$ cat config.mk
export PLATFORM = sky130hd
export DESIGN_NAME = sir_responder
export DESIGN_NICKNAME = d
export VERILOG_FILES = /design/src/sir_pkg.sv /design/src/sir_responder.sv /design/src/sir_sync.sv
export SDC_FILE = /design/constraint.sdc
export NUM_CORES = 1
export LEC_CHECK = 0
export BUFFER_PORTS_ARGS = -buffer_cell sky130_fd_sc_hd__buf_4
export CORE_ASPECT_RATIO = 1.4
export CORE_MARGIN = 5
export CORE_UTILIZATION = 48
export DETAILED_ROUTE_END_ITERATION = 12
export PLACE_DENSITY = 0.87
export SLEW_MARGIN = 40
export SYNTH_ARGS = -nofsm -noshare
export SYNTH_HDL_FRONTEND = slang
export SYNTH_SLANG_ARGS = --single-unit
$ cat constraint.sdc
create_clock -name sys_clk -period 4.91 [get_ports sys_clk]
set_input_delay 0.2455 -clock sys_clk [delete_from_list [all_inputs] [get_ports sys_clk]]
set_output_delay 0.2455 -clock sys_clk [all_outputs]
set_load 0.02 [all_outputs]
$ cat src/sir_pkg.sv
// Constants, command codes, flash layout and carrier types for the identity/status responder.
// Assumes a byte-wide internal data flash with one cycle of read latency.
package sir_pkg;

  // ==========================================================================
  // Command codes
  // ==========================================================================
  localparam logic [7:0] CMD_SPEC_INFO  = 8'h1A;
  localparam logic [7:0] CMD_MFG_DATE   = 8'h1B;
  localparam logic [7:0] CMD_SERIAL     = 8'h1C;
  localparam logic [7:0] CMD_MFR_NAME   = 8'h20;
  localparam logic [7:0] CMD_DEV_NAME   = 8'h21;
  localparam logic [7:0] CMD_CHEMISTRY  = 8'h22;
  localparam logic [7:0] CMD_MFR_DATA   = 8'h23;
  localparam logic [7:0] CMD_PACK_STAT  = 8'h2F;
  localparam logic [7:0] CMD_CELL_BASE  = 8'h3C;
  localparam logic [7:0] CMD_CELL_ALT   = 8'h38;

  // ==========================================================================
  // Data flash addresses (high byte of a word at the lower address)
  // ==========================================================================
  localparam logic [8:0] DF_SPEC_LO     = 9'h007;
  localparam logic [8:0] DF_DATE_HI     = 9'h008;
  localparam logic [8:0] DF_DATE_LO     = 9'h009;
  localparam logic [8:0] DF_SERIAL_HI   = 9'h00A;
  localparam logic [8:0] DF_SERIAL_LO   = 9'h00B;
  localparam logic [8:0] DF_MFR_NAME    = 9'h00E;
  localparam logic [8:0] DF_DEV_NAME    = 9'h01A;
  localparam logic [8:0] DF_CHEMISTRY   = 9'h022;
  localparam logic [8:0] DF_PACK_CFG    = 9'h028;
  localparam logic [8:0] DF_EXT_MFR     = 9'h151;
  localparam logic [8:0] DF_EXT_DEV     = 9'h141;

  // ==========================================================================
  // Lengths and field values
  // ==========================================================================
  localparam logic [4:0] MAX_MFR_NAME   = 5'h0B;
  localparam logic [4:0] MAX_DEV_NAME   = 5'h07;
  localparam logic [4:0] MAX_CHEMISTRY  = 5'h04;
  localparam logic [4:0] EXT_STR_LEN    = 5'h0F;
  localparam logic [4:0] WORD_BYTES     = 5'h02;
  localparam logic [4:0] MFR_DATA_FLASH = 5'h0A;
  localparam logic [4:0] MFR_DATA_BYTES = 5'h0E;
  localparam logic [7:0] MFR_DATA_LEN   = 8'h0D;
  localparam logic [3:0] SCALE_EXP_ZERO = 4'h0;
  localparam logic [7:0] PF_FLAG_SET    = 8'h66;

  // ==========================================================================
  // Pack status bit positions
  // ==========================================================================
  localparam int PS_HOST  = 7;
  localparam int PS_EOD2  = 6;
  localparam int PS_SEAL  = 5;
  localparam int PS_QLF   = 4;
  localparam int PS_AFE   = 3;
  localparam int PS_PFL   = 2;
  localparam int PS_OVER  = 1;
  localparam int PS_UNDER = 0;

  // ==========================================================================
  // Types
  // ==========================================================================
  typedef enum logic [4:0]
  {
    ST_IDLE = 5'h01,
    ST_LOAD = 5'h02,
    ST_REQ  = 5'h04,
    ST_CAPT = 5'h08,
    ST_SEND = 5'h10
  } sir_state_e_t;

  typedef enum logic [2:0]
  {
    LV_FLASH  = 3'h0,
    LV_SCALE  = 3'h1,
    LV_STATUS = 3'h2,
    LV_AFE    = 3'h3,
    LV_EDV_LO = 3'h4,
    LV_EDV_HI = 3'h5,
    LV_CELL   = 3'h6,
    LV_MDLEN  = 3'h7
  } sir_live_t;

  typedef struct packed
  {
    sir_live_t  sel;
    logic       hi;
    logic [8:0] addr;
  } sir_src_t;

  typedef struct packed
  {
    logic             sealed;
    logic             end_discharge_level2;
    logic             discharge_qualified;
    logic             front_end_link_failed;
    logic [7:0]       permanent_failure;
    logic [7:0]       front_end_status;
    logic [15:0]      pending_edv;
    logic [3:0][15:0] cell_voltages;
  } sir_gauge_t;

  typedef struct packed
  {
    sir_state_e_t st;
    logic [7:0]   cmd;
    logic [4:0]   idx;
    logic [4:0]   total;
    logic [4:0]   chars;
    logic         ext;
    logic [8:0]   flash_addr;
    logic         flash_rd_en;
    logic         resp_valid;
    logic [7:0]   resp_byte;
    logic         resp_last;
    logic         resp_nack;
  } sir_regs_t;

  localparam sir_regs_t REGS_RESET = '{st: ST_IDLE, default: '0};

endpackage : sir_pkg

$ cat src/sir_responder.sv
// Identity and pack-status command responder behind the gauge's SMBus slave port.
// Assumes the SMBus engine hands over read commands and pulls answer bytes one at a time.
//
// What this block does
// - Spec word nibbles packed, scale exponents zero
// - Date word encodes year, month, day packed
// - Date fields: day 5b, month 4b, year 7b
// - Serial word taken from flash bytes 0x0a-0x0b
// - Command 0x20 returns manufacturer name block
// - Extended option appends extended manufacturer name
// - Command 0x21 returns device name block
// - Extended option appends extended device name
// - Command 0x22 returns chemistry string block
// - Command 0x23 returns ten configuration bytes, front-end status and pending EDV
// - Command 0x2f: status low, pack config high
// - Bit 7 shows pack inserted
// - Bit 6 shows second end-of-discharge reached
// - Bit 5 shows sealed state
// - Bit 4 shows discharge qualified for update
// - Bit 3 shows front-end link failure
// - Bit 2 follows permanent failure flag
// - Bit 1 live secondary over fault
// - Bit 0 live secondary under fault
// - Cell voltages on relocatable commands, other NACKed
// - Spec word low byte comes from flash 0x07, high byte is zero
`timescale 1ns/1ns
module sir_responder
(
  // Clock and reset
  input  wire logic               sys_clk,
  input  wire logic               rst,
  // Command from SMBus engine
  input  wire logic               cmd_valid,
  input  wire logic [7:0]         cmd_code,
  input  wire logic               xfer_abort,
  // Answer bytes to SMBus engine
  output logic                    resp_valid,
  output logic [7:0]              resp_byte,
  output logic                    resp_last,
  input  wire logic               resp_ready,
  output logic                    resp_nack,
  // Data flash read port
  output logic                    flash_rd_en,
  output logic [8:0]              flash_addr,
  input  wire logic [7:0]         flash_rd_data,
  // Options
  input  wire logic               extended_string_enable,
  input  wire logic               cell_cmd_relocate,
  // Gauge state, same clock
  input  wire sir_pkg::sir_gauge_t gauge,
  // Pins from the pack and protection front end
  input  wire logic               pack_inserted_pin,
  input  wire logic               secondary_over_fault_pin,
  input  wire logic               secondary_under_fault_pin
);

  // ==========================================================================
  // Pin synchronisers
  // ==========================================================================
  logic [2:0] pins_sync;

  sir_sync #(.WIDTH(3)) u_sync
  (
    .sys_clk  (sys_clk),
    .rst      (rst),
    .async_in ({pack_inserted_pin, secondary_over_fault_pin, secondary_under_fault_pin}),
    .sync_out (pins_sync)
  );

  // ==========================================================================
  // Helpers
  // ==========================================================================
  function automatic logic cell_cmd_hit(input logic [7:0] cmd, input logic reloc);
    logic [7:0] base;
    base = reloc ? sir_pkg::CMD_CELL_ALT : sir_pkg::CMD_CELL_BASE;
    cell_cmd_hit = (cmd[7:2] == base[7:2]);
  endfunction : cell_cmd_hit

  function automatic logic supported(input logic [7:0] cmd, input logic reloc);
    case (cmd)
      sir_pkg::CMD_SPEC_INFO,
      sir_pkg::CMD_MFG_DATE,
      sir_pkg::CMD_SERIAL,
      sir_pkg::CMD_MFR_NAME,
      sir_pkg::CMD_DEV_NAME,
      sir_pkg::CMD_CHEMISTRY,
      sir_pkg::CMD_MFR_DATA,
      sir_pkg::CMD_PACK_STAT: supported = 1'b1;
      default:                supported = cell_cmd_hit(cmd, reloc);
    endcase
  endfunction : supported

  function automatic logic is_string(input logic [7:0] cmd);
    is_string = (cmd == sir_pkg::CMD_MFR_NAME) || (cmd == sir_pkg::CMD_DEV_NAME)
             || (cmd == sir_pkg::CMD_CHEMISTRY);
  endfunction : is_string

  function automatic logic [4:0] max_chars(input logic [7:0] cmd);
    case (cmd)
      sir_pkg::CMD_MFR_NAME: max_chars = sir_pkg::MAX_MFR_NAME;
      sir_pkg::CMD_DEV_NAME: max_chars = sir_pkg::MAX_DEV_NAME;
      default:               max_chars = sir_pkg::MAX_CHEMISTRY;
    endcase
  endfunction : max_chars

  // Byte source for one position of the answer
  function automatic sir_pkg::sir_src_t byte_source(
    input logic [7:0] cmd,
    input logic [4:0] idx,
    input logic [4:0] chars
  );
    sir_pkg::sir_src_t s;
    logic [8:0]        base;
    logic [8:0]        ext_base;
    s.sel    = sir_pkg::LV_FLASH;
    s.hi     = idx[0];
    s.addr   = '0;
    base     = sir_pkg::DF_CHEMISTRY;
    ext_base = sir_pkg::DF_EXT_DEV;
    case (cmd)
      sir_pkg::CMD_SPEC_INFO:
      begin
        // Scale nibbles forced zero whatever flash holds
        if (idx == 5'h00)
          s.addr = sir_pkg::DF_SPEC_LO;
        else
          s.sel = sir_pkg::LV_SCALE;
      end
      sir_pkg::CMD_MFG_DATE:
        s.addr = (idx == 5'h00) ? sir_pkg::DF_DATE_LO : sir_pkg::DF_DATE_HI;
      sir_pkg::CMD_SERIAL:
        s.addr = (idx == 5'h00) ? sir_pkg::DF_SERIAL_LO : sir_pkg::DF_SERIAL_HI;
      sir_pkg::CMD_MFR_NAME,
      sir_pkg::CMD_DEV_NAME,
      sir_pkg::CMD_CHEMISTRY:
      begin
        if (cmd == sir_pkg::CMD_MFR_NAME)
        begin
          base     = sir_pkg::DF_MFR_NAME;
          ext_base = sir_pkg::DF_EXT_MFR;
        end
        else if (cmd == sir_pkg::CMD_DEV_NAME)
          base = sir_pkg::DF_DEV_NAME;
        // Length byte sits at the base, characters follow it
        if (idx <= chars)
          s.addr = 9'(base + {4'h0, idx});
        else
          s.addr = 9'(ext_base + {4'h0, 5'(idx - chars - 5'h01)});
      end
      sir_pkg::CMD_MFR_DATA:
      begin
        if (idx == 5'h00)
          s.sel = sir_pkg::LV_MDLEN;
        else if (idx <= sir_pkg::MFR_DATA_FLASH)
          s.addr = 9'(sir_pkg::DF_PACK_CFG + {4'h0, 5'(idx - 5'h01)});
        else if (idx == 5'(sir_pkg::MFR_DATA_FLASH + 5'h01))
          s.sel = sir_pkg::LV_AFE;
        else if (idx == 5'(sir_pkg::MFR_DATA_FLASH + 5'h02))
          s.sel = sir_pkg::LV_EDV_LO;
        else
          s.sel = sir_pkg::LV_EDV_HI;
      end
      sir_pkg::CMD_PACK_STAT:
      begin
        if (idx == 5'h00)
          s.sel = sir_pkg::LV_STATUS;
        else
          s.addr = sir_pkg::DF_PACK_CFG;
      end
      default:
        s.sel = sir_pkg::LV_CELL;
    endcase
    byte_source = s;
  endfunction : byte_source

  // ==========================================================================
  // Pack status byte, live
  // ==========================================================================
  logic [7:0] pack_status;

  always_comb
  begin
    pack_status                    = '0;
    pack_status[sir_pkg::PS_HOST]  = pins_sync[2];
    pack_status[sir_pkg::PS_EOD2]  = gauge.end_discharge_level2;
    pack_status[sir_pkg::PS_SEAL]  = gauge.sealed;
    pack_status[sir_pkg::PS_QLF]   = gauge.discharge_qualified;
    pack_status[sir_pkg::PS_AFE]   = gauge.front_end_link_failed;
    // Follows the flag itself, so it clears only with the flag
    pack_status[sir_pkg::PS_PFL]   = (gauge.permanent_failure == sir_pkg::PF_FLAG_SET);
    pack_status[sir_pkg::PS_OVER]  = pins_sync[1];
    pack_status[sir_pkg::PS_UNDER] = pins_sync[0];
  end

  // ==========================================================================
  // Sequencer
  // ==========================================================================
  sir_pkg::sir_regs_t q;
  sir_pkg::sir_regs_t n;

  always_comb
  begin
    sir_pkg::sir_src_t src;
    logic [15:0]       cell_mv;
    logic [7:0]        live;
    logic [4:0]        clamp;
    logic [4:0]        new_total;
    logic [7:0]        outb;
    src       = byte_source(q.cmd, q.idx, q.chars);
    cell_mv   = gauge.cell_voltages[2'(2'h3 - q.cmd[1:0])];
    live      = '0;
    clamp     = '0;
    new_total = q.total;
    outb      = flash_rd_data;
    n             = q;
    n.resp_nack   = 1'b0;
    n.flash_rd_en = 1'b0;

    case (src.sel)
      sir_pkg::LV_SCALE:  live = {sir_pkg::SCALE_EXP_ZERO, sir_pkg::SCALE_EXP_ZERO};
      sir_pkg::LV_STATUS: live = pack_status;
      sir_pkg::LV_AFE:    live = gauge.front_end_status;
      sir_pkg::LV_EDV_LO: live = gauge.pending_edv[7:0];
      sir_pkg::LV_EDV_HI: live = gauge.pending_edv[15:8];
      sir_pkg::LV_CELL:   live = src.hi ? cell_mv[15:8] : cell_mv[7:0];
      sir_pkg::LV_MDLEN:  live = sir_pkg::MFR_DATA_LEN;
      default:            live = '0;
    endcase

    case (q.st)
      sir_pkg::ST_IDLE:
      begin
        n.resp_valid = 1'b0;
        n.resp_last  = 1'b0;
        if (cmd_valid)
        begin
          if (supported(cmd_code, cell_cmd_relocate))
          begin
            n.cmd   = cmd_code;
            n.idx   = '0;
            n.chars = '0;
            n.ext   = extended_string_enable
                   && ((cmd_code == sir_pkg::CMD_MFR_NAME) || (cmd_code == sir_pkg::CMD_DEV_NAME));
            n.total = (cmd_code == sir_pkg::CMD_MFR_DATA) ? sir_pkg::MFR_DATA_BYTES
                                                           : sir_pkg::WORD_BYTES;
            n.st    = sir_pkg::ST_LOAD;
          end
          else
            n.resp_nack = 1'b1;
        end
      end
      sir_pkg::ST_LOAD:
      begin
        if (src.sel == sir_pkg::LV_FLASH)
        begin
          n.flash_addr  = src.addr;
          n.flash_rd_en = 1'b1;
          n.st          = sir_pkg::ST_REQ;
        end
        else
        begin
          n.resp_byte  = live;
          n.resp_valid = 1'b1;
          n.resp_last  = (q.idx == 5'(q.total - 5'h01));
          n.st         = sir_pkg::ST_SEND;
        end
      end
      sir_pkg::ST_REQ:
        n.st = sir_pkg::ST_CAPT;
      sir_pkg::ST_CAPT:
      begin
        if (is_string(q.cmd) && (q.idx == 5'h00))
        begin
          // Oversized stored lengths are clamped so the block never runs past its field
          clamp     = (flash_rd_data > {3'h0, max_chars(q.cmd)}) ? max_chars(q.cmd)
                                                                 : flash_rd_data[4:0];
          new_total = 5'(5'h01 + clamp + (q.ext ? sir_pkg::EXT_STR_LEN : 5'h00));
          outb      = {3'h0, 5'(new_total - 5'h01)};
          n.chars   = clamp;
          n.total   = new_total;
        end
        n.resp_byte  = outb;
        n.resp_valid = 1'b1;
        n.resp_last  = (q.idx == 5'(new_total - 5'h01));
        n.st         = sir_pkg::ST_SEND;
      end
      sir_pkg::ST_SEND:
      begin
        if (resp_ready)
        begin
          n.resp_valid = 1'b0;
          n.resp_last  = 1'b0;
          if (q.resp_last)
            n.st = sir_pkg::ST_IDLE;
          else
          begin
            n.idx = 5'(q.idx + 5'h01);
            n.st  = sir_pkg::ST_LOAD;
          end
        end
      end
      default:
        n = sir_pkg::REGS_RESET;
    endcase

    // Stop or repeated start from the engine drops any answer in flight
    if (xfer_abort)
    begin
      n.st          = sir_pkg::ST_IDLE;
      n.resp_valid  = 1'b0;
      n.resp_last   = 1'b0;
      n.flash_rd_en = 1'b0;
    end
  end

  always_ff @(posedge sys_clk or posedge rst)
  begin
    if (rst)
      q <= sir_pkg::REGS_RESET;
    else
      q <= n;
  end

  // ==========================================================================
  // Outputs
  // ==========================================================================
  assign resp_valid  = q.resp_valid;
  assign resp_byte   = q.resp_byte;
  assign resp_last   = q.resp_last;
  assign resp_nack   = q.resp_nack;
  assign flash_rd_en = q.flash_rd_en;
  assign flash_addr  = q.flash_addr;

endmodule : sir_responder

$ cat src/sir_sync.sv
// Two-stage synchroniser for asynchronous level inputs.
// Assumes inputs are slow levels; no pulse is shorter than two clocks.
`timescale 1ns/1ns
module sir_sync
#(
  parameter int WIDTH = 3
)
(
  // Clock and reset
  input  wire logic             sys_clk,
  input  wire logic             rst,
  // Levels
  input  wire logic [WIDTH-1:0] async_in,
  output logic      [WIDTH-1:0] sync_out
);

  // ==========================================================================
  // Stages
  // ==========================================================================
  logic [WIDTH-1:0] meta_reg;

  always_ff @(posedge sys_clk or posedge rst)
  begin
    if (rst)
    begin
      meta_reg <= '0;
      sync_out <= '0;
    end
    else
    begin
      meta_reg <= async_in;
      sync_out <= meta_reg;
    end
  end

endmodule : sir_sync

==> flow_metrics.py, run 1 <==
metrics = {
    "run": {
        "max_cap_viol_count": 0,
    },
    "synth": {
        "yosysMostFrequentCell": "dfrtp_1",
        "netlist_area_mm2": 0.00502,
        "yosysTopAreaCellShare_pct": 26.9,
        "synthArstFlopShare_pct": 100,
        "synth_seq_cells": 55,
        "ys_seq_area_share_pct": 27.4,
        "synth_top_area_cell": "dfrtp_1",
        "synth-edff-count": 0,
        "yosysWarningCount": 0,
        "syn_nets": 694,
        "yosys-top-cells-count": "dfrtp_1 (54), nand2_1 (41), a21oi_1 (35), o21ai_0 (34), nor2_1 (27)",
        "syn_inst": 540,
        "synth_area_leaders": "dfrtp_1 (27%), mux4_2 (7.2%), ha_1 (6.2%)",
        "avgSynthCellArea_um2": 9.30,
        "synth-main-ff-cell": "dfrtp_1",
        "ys_types": 79,
    },
    "detailed_routing": {
        "vias": 4876,
        "antenna_left": 0,
        "drt_pass1_iterations": 5,
        "wl_um": 16500,
        "wire_per_inst_um": 20.5,
        "drt-initial-drc-count": 391,
        "drc": 0,
        "vias_per_cell": 6.07,
    },
    "clock_tree": {
        "cts-buffers-inserted": 5,
        "ctsHoldBuffers": 0,
        "cts_htree_levels": 2,
        "cts_setup_buffers": 0,
        "cts_resized": 0,
        "path_clk_slew_ns": 0.07,
        "clock_latency_ns": 0.30,
        "clockBufferDepth": 2,
        "cts.sinks": 55,
        "clockRootBuffer": "clkbuf_16",
        "cts_tree": "done",
    },
    "floorplanning": {
        "dieWidth_um": 96.4,
        "die-area_mm2": 0.0126,
        "coreArea_mm2": 0.0103,
        "fp-row-count": 44,
        "io_pins": 147,
        "initial_core_util_pct": 48.8,
        "die_h_um": 131,
    },
    "placement": {
        "postPlaceCellArea_mm2": 0.00613,
        "gp_congestion": 0.954,
        "portBuffers": 145,
        "placed_cells": 795,
        "post-place-ws_ns": 0.212,
        "dpl.hpwl_um": 13100,
    },
    "final_layout": {
        "fin_cells": 803,
        "final_net_count": 818,
        "fill_cells": 878,
        "regMostFlops": "q",
        "drive_above_1_share_pct": 32.2,
        "largest_reg_flops": 29,
        "multi_input_area_mm2": 0.00334,
        "syn2layout_area_growth_pct": 25.5,
        "design_area_mm2": 0.00630,
        "final-seq-area_mm2": 0.00138,
        "diodes": 0,
    },
    "grt": {
        "grt_pass1_wl_um": 25300,
        "grt_pass1_vias": 5068,
        "grt_usage_pct": 26.2,
        "grt_start_max_net_pins": 56,
        "antenna_found_initial": 0,
        "grt_overflow": 0,
    },
    "min_path": {
        "hold_path_depth": 1,
        "hold_path.class": "input pin to flip-flop",
        "min_to": "u_sync.meta_reg[2]",
        "worstHoldStart": "pack_inserted_pin",
    },
    "pwr": {
        "p_sw_w": 0.000939,
        "clkPwrFrac_pct": 16.9,
        "comb_power_share_pct": 57.0,
        "swShare_pct": 42.5,
        "p_leak_nw": 2.82,
        "ir_worst_vdd_mv": 0.203,
        "p_per_area_mw_per_mm2": 351,
        "p_int_w": 0.00127,
        "p_seq_share_pct": 26.1,
    },
    "timing": {
        "period_share_pct": 92.5,
        "max_slew.worst_pin.slew_ns": 0.740,
        "fmax_mhz": 220,
        "slew_viol_final": 0,
        "skew_ns": 0.00504,
        "slew_headroom_pct": 50.7,
        "finalHoldViolations": 0,
        "fin_ws_ns": 0.369,
        "period_needed_ns": 4.54,
        "setup_tns_ns": 0,
        "setup_violations": 0,
    },
    "worst_setup_path": {
        "path_max_fanout": 4,
        "worstRegToRegCells": 20,
        "crit_arrival_ns": 4.74,
        "worstReg2RegEnd": "resp_last",
        "end_kind": "flip-flop",
        "startpoint_type": "flip-flop",
        "regToRegStartpoint": "q[41]",
        "critical_path_required_ns": 5.11,
        "worstSetupPathType": "flip-flop to flip-flop",
        "r2r_slack_ns": 0.37,
    },
    "status": {
        "status": "finished clean",
    },
}
[power by group through the flow]
stage | Combinational [W] | Sequential (W) | Clock (W)
floorplan | 0.000913 | 0.000567 | 0
global placement | 0.00120 | 0.000576 | 0
detailed placement | 0.00124 | 0.000581 | 0
CTS | 0.00124 | 0.000573 | 0.000374
global route | 0.00138 | 0.000584 | 0.000393
finish | 0.00126 | 0.000578 | 0.000374
[cell type report]
type	count	area share, %
Clock buffer	7	2.26
Clock inverter	1	0.0794
Inverter	25	1.49
Multi-Input combinational cell	422	53.1
Sequential cell	55	21.9
Tap cell	138	2.74
Timing Repair Buffer	155	18.5
[cell families after synthesis]
group,after synthesis,synth area share [%]
AOI/OAI and AO/OA,153,20.8
xor gates and xnor gates,24,4.19
adders and majority gates,28,7.43
buffers and inverters,63,6.40
DFF,55,27.4
muxes,52,14.8
other,1,0.0747
and+or+nand+nor,164,18.9
[how the worst max path moves through the flow]
| stage | from | to | slack [ns] | cells past startpoint |
|---|---|---|---|---|
| 2_1_floorplan | q[44] | resp_last | 0.25 | 20 |
| 3_3_place_gp | q[44] | resp_last | 0.45 | 20 |
| 3_5_place_dp | q[44] | resp_last | 0.21 | 20 |
| 4_1_cts | q[44] | resp_last | 0.18 | 20 |
| 5_1_grt | q[41] | resp_last | -0.03 | 20 |
| 6_report | q[41] | resp_last | 0.37 | 20 |
[layer usage]
| metal | share of wire, % | GRT usage, % | wire [µm] |
|---|---|---|---|
| met1 | 38 | 32.4 | 6320 |
| met4 | 3.9 | 11.6 | 637 |
| met2 | 51 | 44.3 | 8450 |
| met5 | 0 | 0 | 0 |
| met3 | 6.4 | 4.93 | 1060 |
[worst max-delay path, cell delays in order, from the launching register on]
cell	delay, ns
dfrtp_1	0.42
nor4b_4	0.34
nand2_1	0.14
nor3_2	0.16
inv_1	0.08
ha_1	0.31
o311ai_0	0.14
or2_2	0.32
a21oi_2	0.24
mux2i_1	0.25
ha_1	0.19
inv_1	0.05
fa_1	0.53
inv_1	0.07
nor2_1	0.11
a21oi_1	0.06
ha_1	0.22
xnor2_1	0.14
xnor2_1	0.21
o2111ai_1	0.15
o41ai_2	0.31
[per-stage QoR]
step | hold slack, ns | util, % | total power (W)
after floorplan | 0.277 | - | 0.00148
after global placement | 0.336 | 59.5 | 0.00178
after detailed placement | 0.340 | 59.6 | 0.00182
after CTS | 0.0475 | 61.0 | 0.00219
after global routing | 0.0461 | 61.2 | 0.00236
final | 0.0494 | 61.2 | 0.00221
[placed cells by master, fill, tap and decap left out, drive strengths merged, types with 18 or more instances in the layout]
master / n
buf: 155
dfrtp: 54
nand2: 42
o21ai: 39
a21oi: 36
nor2: 28
mux2i: 25
ha: 25
inv: 25
xnor2: 18
No activity file was read; power rests on OpenSTA's default activity.
==> run 2, diff against run 1 <==
- CORE_UTILIZATION: 48 -> 45
- PLACE_DENSITY: 0.87 -> 0.83
==> run 2 against run 1 <==
Against the previous run:
- non-clock buffer count rose by 1
- setup slack got worse by 0.041 ns
- total power rose by 0.41%
- critical path type unchanged
- largest cell class unchanged
- highest routed layer unchanged
==> flow_metrics.py, run 2 (synthesized netlist as in run 1, its figures left out) <==
metrics = {
    "run": {
        "max_cap_viol_count": 0,
    },
    "grt": {
        "use_met3_pct": 4.08,
        "grt_usage_pct": 24.4,
        "grt_pass1_vias": 5237,
        "antenna_found_initial": 0,
        "grt_start_max_net_pins": 56,
        "grt_use_met2_pct": 43.3,
        "gr-max-usage-layer": "met2",
        "grt_pass1_wl_um": 26000,
        "use_met1_pct": 27.4,
        "grt_overflow": 0,
    },
    "detailed_routing": {
        "vias_per_cell": 6.15,
        "drc": 0,
        "vias": 4965,
        "wire_per_inst_um": 20.6,
        "drt-initial-drc-count": 469,
        "antenna_left": 0,
        "drt_pass1_iterations": 5,
        "wl_um": 16600,
    },
    "clock_tree": {
        "cts_tree": "done",
        "path_clk_slew_ns": 0.07,
        "clock_latency_ns": 0.30,
        "clockRootBuffer": "clkbuf_16",
        "cts-buffers-inserted": 5,
        "clockBufferDepth": 2,
        "cts_htree_levels": 2,
        "cts_setup_buffers": 0,
        "cts.sinks": 55,
    },
    "timing": {
        "slew_headroom_pct": 49.8,
        "rsz0062_at_grt": "false",
        "skew_ns": 0.00459,
        "period_needed_ns": 4.58,
        "fmax_mhz": 218,
        "max_slew.worst_pin.slew_ns": 0.753,
        "period_share_pct": 93.3,
        "slew_viol_final": 0,
        "setup_tns_ns": 0,
        "finalHoldViolations": 0,
        "setup_violations": 0,
    },
    "floorplanning": {
        "die_h_um": 135,
        "die-area_mm2": 0.0134,
        "initial_core_util_pct": 46.2,
        "io_pins": 147,
        "dieWidth_um": 99.3,
        "coreArea_mm2": 0.0109,
        "fp-row-count": 45,
    },
    "pwr": {
        "p_per_area_mw_per_mm2": 351,
        "ir_worst_vdd_mv": 0.227,
        "p_leak_nw": 2.83,
    },
    "placement": {
        "dpl.hpwl_um": 13300,
        "portBuffers": 145,
        "postPlaceCellArea_mm2": 0.00615,
        "gp_congestion": 1.05,
    },
    "status": {
        "status": "finished clean",
    },
    "worst_setup_path": {
        "worstSetupPathType": "flip-flop to flip-flop",
        "path_max_fanout": 4,
        "cpPeakStageDelay_ns": 0.54,
        "crit_arrival_ns": 4.77,
        "end_kind": "flip-flop",
        "crit_slowest_cell": "fa_1",
        "critical_path_required_ns": 5.10,
        "startpoint_type": "flip-flop",
        "crit_chain": "nor4b_4 > nand2_1 > nor3_2 > inv_1 > ha_1 > o311ai_0 > or2_2 > a21oi_4 > mux2i_1 > ha_1 > inv_1 > fa_1 > inv_1 > nor2_1 > a21oi_1 > ha_1 > xnor2_1 > xnor2_1 > o2111ai_1 > o41ai_2",
    },
    "min_path": {
        "hold_path.class": "input pin to flip-flop",
    },
    "final_layout": {
        "final_common_cell": "buf_4",
        "design_area_mm2": 0.00632,
        "layout_common_cells": "buf_4 (156), dfrtp_1 (54), nand2_1 (41)",
        "syn2layout_area_growth_pct": 25.8,
        "final-seq-area_mm2": 0.00138,
        "drive_above_1_share_pct": 32.4,
        "fill_cells": 932,
        "multi_input_area_mm2": 0.00335,
        "final_net_count": 819,
        "largest_reg_flops": 29,
        "regMostFlops": "q",
        "diodes": 0,
    },
}
==> run 2: cell count changes in the layout (fill, tap and decap cells not counted), sizes merged <==
cell,before,now
inv,25,27
buf,155,156
clkbuf,7,5
==> run 2: stage by stage <==
| step | util (%) | power (W) | hold slack [ns] | worst slack (ns) | instances |
|---|---|---|---|---|---|
| after floorplan | - | 0.00148 | 0.277 | 0.253 | 540 |
| after global placement | 56.5 | 0.00177 | 0.333 | 0.436 | 799 |
| after detailed placement | 56.6 | 0.00183 | 0.337 | 0.140 | 799 |
| after CTS | 57.9 | 0.00220 | 0.0452 | 0.0981 | 807 |
| after global routing | 58.1 | 0.00236 | 0.0390 | 0.0249 | 807 |
| final | 58.1 | 0.00222 | 0.0450 | 0.328 | 807 |
==> run 2: area by class of cell <==
class                   instances  share of cell area (%)
flip-flops and latches         55                    21.8
multi-input cells             422                    53.0
clock buffers                   5                    1.98
well taps                     141                    2.79
repair buffers                156                    18.5
clock inverters                 3                   0.356
inverters                      25                    1.49
==> run 2: repair_timing <==
item                       4_1_cts  5_1_grt
hold buffers                     0        0
gates resized for setup          0        3
setup endpoints to repair        0        2
==> run 2: final timing paths <==
kind / startpoint / endpoint / slack (ns) / cells after the start
setup / recovery: q[44] / resp_last / 0.33 / 20
hold / removal: pack_inserted_pin / u_sync.meta_reg[2] / 0.04 / 1
setup reg to reg: q[44] / resp_last / 0.33 / 20
hold reg to reg: u_sync.meta_reg[2] / u_sync.sync_out[2] / 0.35 / 0
max in group asynchronous: rst / q[24] / 4.30 / 3
min in group asynchronous: rst / u_sync.sync_out[1] / 0.14 / 3
==> run 2: routing by layer <==
metal  vias up  wire length (µm)
met5         -                 0
met4         0               808
met3        60              1130
met2       247              8760
li1       2258                 -
met1      2400              5940
==> run 2: worst max-delay path, delay by kind of cell, from the launching register on <==
| kind | cells | cell delay, ns |
|---|---|---|
| mux | 1 | 0.24 |
| compound gates | 5 | 0.90 |
| xor+xnor | 2 | 0.33 |
| simple gates | 5 | 1.04 |
| buf+inv | 3 | 0.23 |
| fa+ha+maj | 4 | 1.27 |
| flops | 1 | 0.45 |
==> run 2: report_power, final <==
part	switching (W)	total (W)	leakage, nW	internal (W)
Combinational	0.000703	0.00127	2.02	0.000564
Sequential	0.0000703	0.000582	0.734	0.000512
Clock	0.000179	0.000371	0.0746	0.000193
Total	0.000952	0.00222	2.83	0.00127
==> run 3, diff against run 2 <==
- CORE_MARGIN: 5 -> 1.5
- CORE_UTILIZATION: 45 -> 48
- PLACE_DENSITY: 0.83 -> 0.87
==> run 3 against run 2 <==
Against the previous run:
- combinational power hardly changed
- clock power is 5.4% higher
- critical path depth stayed put
- sequential power hardly changed
- global-route usage is 5.3 points higher
- worst hold slack better by 0.0033 ns
- setup slack worse by 0.0011 ns
- total power is 1.1% higher
- wire length is 0.92% lower
- via count is 0.56% higher
==> flow_metrics.py, run 3 (synthesized netlist as in run 1, its figures left out) <==
metrics = {
    "worst_setup_path": {
        "crit_start": "q[41]",
        "crit_chain": "nor4b_4 > nand2_1 > nor3_2 > inv_1 > ha_1 > o311ai_0 > or2_2 > a21oi_4 > mux2i_2 > ha_1 > inv_1 > fa_2 > inv_1 > nor2_1 > a21oi_1 > ha_1 > xnor2_1 > xnor2_1 > o2111ai_1 > o41ai_2",
        "crit_arrival_ns": 4.78,
        "worstRegToRegCells": 20,
        "endpoint": "resp_last",
        "cpPeakStageDelay_ns": 0.56,
        "end_kind": "flip-flop",
        "crit_slowest_cell": "fa_2",
        "startpoint_type": "flip-flop",
        "worstSetupPathType": "flip-flop to flip-flop",
        "critical_path_required_ns": 5.11,
        "regToRegStartpoint": "q[41]",
        "r2r_slack_ns": 0.33,
        "worstReg2RegEnd": "resp_last",
        "path_max_fanout": 4,
    },
    "clock_tree": {
        "path_clk_slew_ns": 0.07,
        "cts-buffers-inserted": 5,
        "clockRootBuffer": "clkbuf_16",
        "cts_htree_levels": 2,
        "clock_latency_ns": 0.30,
        "cts.sinks": 55,
        "cts_tree": "done",
        "clockBufferDepth": 2,
    },
    "pwr": {
        "power_w": 0.00224,
        "p_seq_share_pct": 25.9,
        "p_int_w": 0.00129,
        "comb_power_share_pct": 56.7,
        "p_sw_w": 0.000952,
        "swShare_pct": 42.4,
        "p_leak_nw": 2.82,
        "clkPwrFrac_pct": 17.4,
        "ir_worst_vdd_mv": 0.266,
        "p_per_area_mw_per_mm2": 355,
    },
    "grt": {
        "grt_pass1_vias": 4916,
        "grt_pass1_wl_um": 24800,
        "grt_usage_pct": 29.7,
        "antenna_found_initial": 2,
        "grt_overflow": 0,
        "grt_start_max_net_pins": 56,
    },
    "detailed_routing": {
        "drc": 0,
        "antenna_left": 0,
        "vias": 4993,
        "wl_um": 16500,
        "drt_pass1_iterations": 5,
        "drt-initial-drc-count": 463,
        "wire_per_inst_um": 20.5,
        "vias_per_cell": 6.21,
    },
    "timing": {
        "fmax_mhz": 218,
        "slew_viol_final": 0,
        "fin_ws_ns": 0.327,
        "skew_ns": 0.00533,
        "slew_headroom_pct": 49.2,
        "setup_violations": 0,
        "period_needed_ns": 4.58,
        "max_slew.worst_pin.slew_ns": 0.760,
        "finalHoldViolations": 0,
        "period_share_pct": 93.3,
    },
    "final_layout": {
        "layout_common_cells": "buf_4 (155), dfrtp_1 (53), nand2_1 (41)",
        "final_core_util_pct": 61.5,
        "final_net_count": 818,
        "regMostFlops": "q",
        "drive_above_1_share_pct": 32.8,
        "final_common_cell": "buf_4",
        "largest_reg_flops": 29,
        "syn2layout_area_growth_pct": 26.1,
        "design_area_mm2": 0.00633,
    },
    "placement": {
        "dpl.hpwl_um": 12900,
        "post-place-ws_ns": 0.124,
        "gp_congestion": 0.971,
        "portBuffers": 145,
        "postPlaceCellArea_mm2": 0.00612,
    },
    "floorplanning": {
        "die-area_mm2": 0.0111,
        "fp-row-count": 44,
        "io_pins": 147,
        "coreArea_mm2": 0.0103,
        "dieWidth_um": 89.4,
        "initial_core_util_pct": 48.8,
        "die_h_um": 124,
    },
    "run": {
        "max_cap_viol_count": 0,
    },
    "status": {
        "status": "finished clean",
    },
    "min_path": {
        "hold_path.class": "input pin to flip-flop",
    },
}
run 3: what timing repair did:
action / CTS / global route
gates resized for setup: 0 / 6
endpoints found under the setup margin: 0 / 1
setup buffers: 0 / 2
hold buffers: 0 / 0
run 3: worst max-delay path, delay by kind of cell (launching register included):
kind	cells	cell delay (ns)
compound gates	5	0.82
xor+xnor	2	0.32
fa+ha+maj	4	1.30
buf+inv	3	0.22
flops	1	0.43
mux	1	0.26
simple gates	5	1.12
run 3: final cells by class:
cell class / instances / area (µm²)
Fill cell: 867 / 3970
Multi-Input combinational cell: 422 / 3360
Clock inverter: 1 / 7.51
Inverter: 25 / 93.8
Tap cell: 138 / 173
Clock buffer: 7 / 153
Antenna cell: 1 / 2.50
Timing Repair Buffer: 155 / 1160
Sequential cell: 55 / 1380
run 3: how the worst min path moves through the flow:
stage,startpoint,end,depth (start not counted)
3_3_place_gp,u_sync.meta_reg[0],u_sync.sync_out[0],0
4_1_cts,pack_inserted_pin,u_sync.meta_reg[2],1
5_1_grt,pack_inserted_pin,u_sync.meta_reg[2],1
6_report,secondary_under_fault_pin,u_sync.meta_reg[0],1
2_1_floorplan,secondary_under_fault_pin,u_sync.meta_reg[0],0
3_5_place_dp,u_sync.meta_reg[2],u_sync.sync_out[2],0
run 3: per-layer routing:
metal  GRT usage, %  up-vias  routed length [µm]
met4           14.2        2                 650
met3           5.96       54                1190
met5              0        -                  13
met2           47.7      267                8230
met1           37.9     2421                6390
li1               -     2249                   -
run 3: power groups by stage:
stage | Sequential [W] | Combinational (W) | Clock, W
2_1_floorplan | 0.000567 | 0.000913 | 0
3_3_place_gp | 0.000579 | 0.00119 | 0
3_5_place_dp | 0.000585 | 0.00123 | 0
4_1_cts | 0.000576 | 0.00124 | 0.000392
5_1_grt | 0.000587 | 0.00137 | 0.000409
6_report | 0.000581 | 0.00127 | 0.000391
run 3: through the flow:
| step | instances | hold WS, ns | TNS [ns] |
|---|---|---|---|
| 2_1_floorplan | 540 | 0.277 | 0 |
| 3_3_place_gp | 793 | 0.337 | 0 |
| 3_5_place_dp | 793 | 0.343 | 0 |
| 4_1_cts | 801 | 0.0497 | 0 |
| 5_1_grt | 803 | 0.0422 | -0.0153 |
| 6_report | 804 | 0.0483 | 0 |
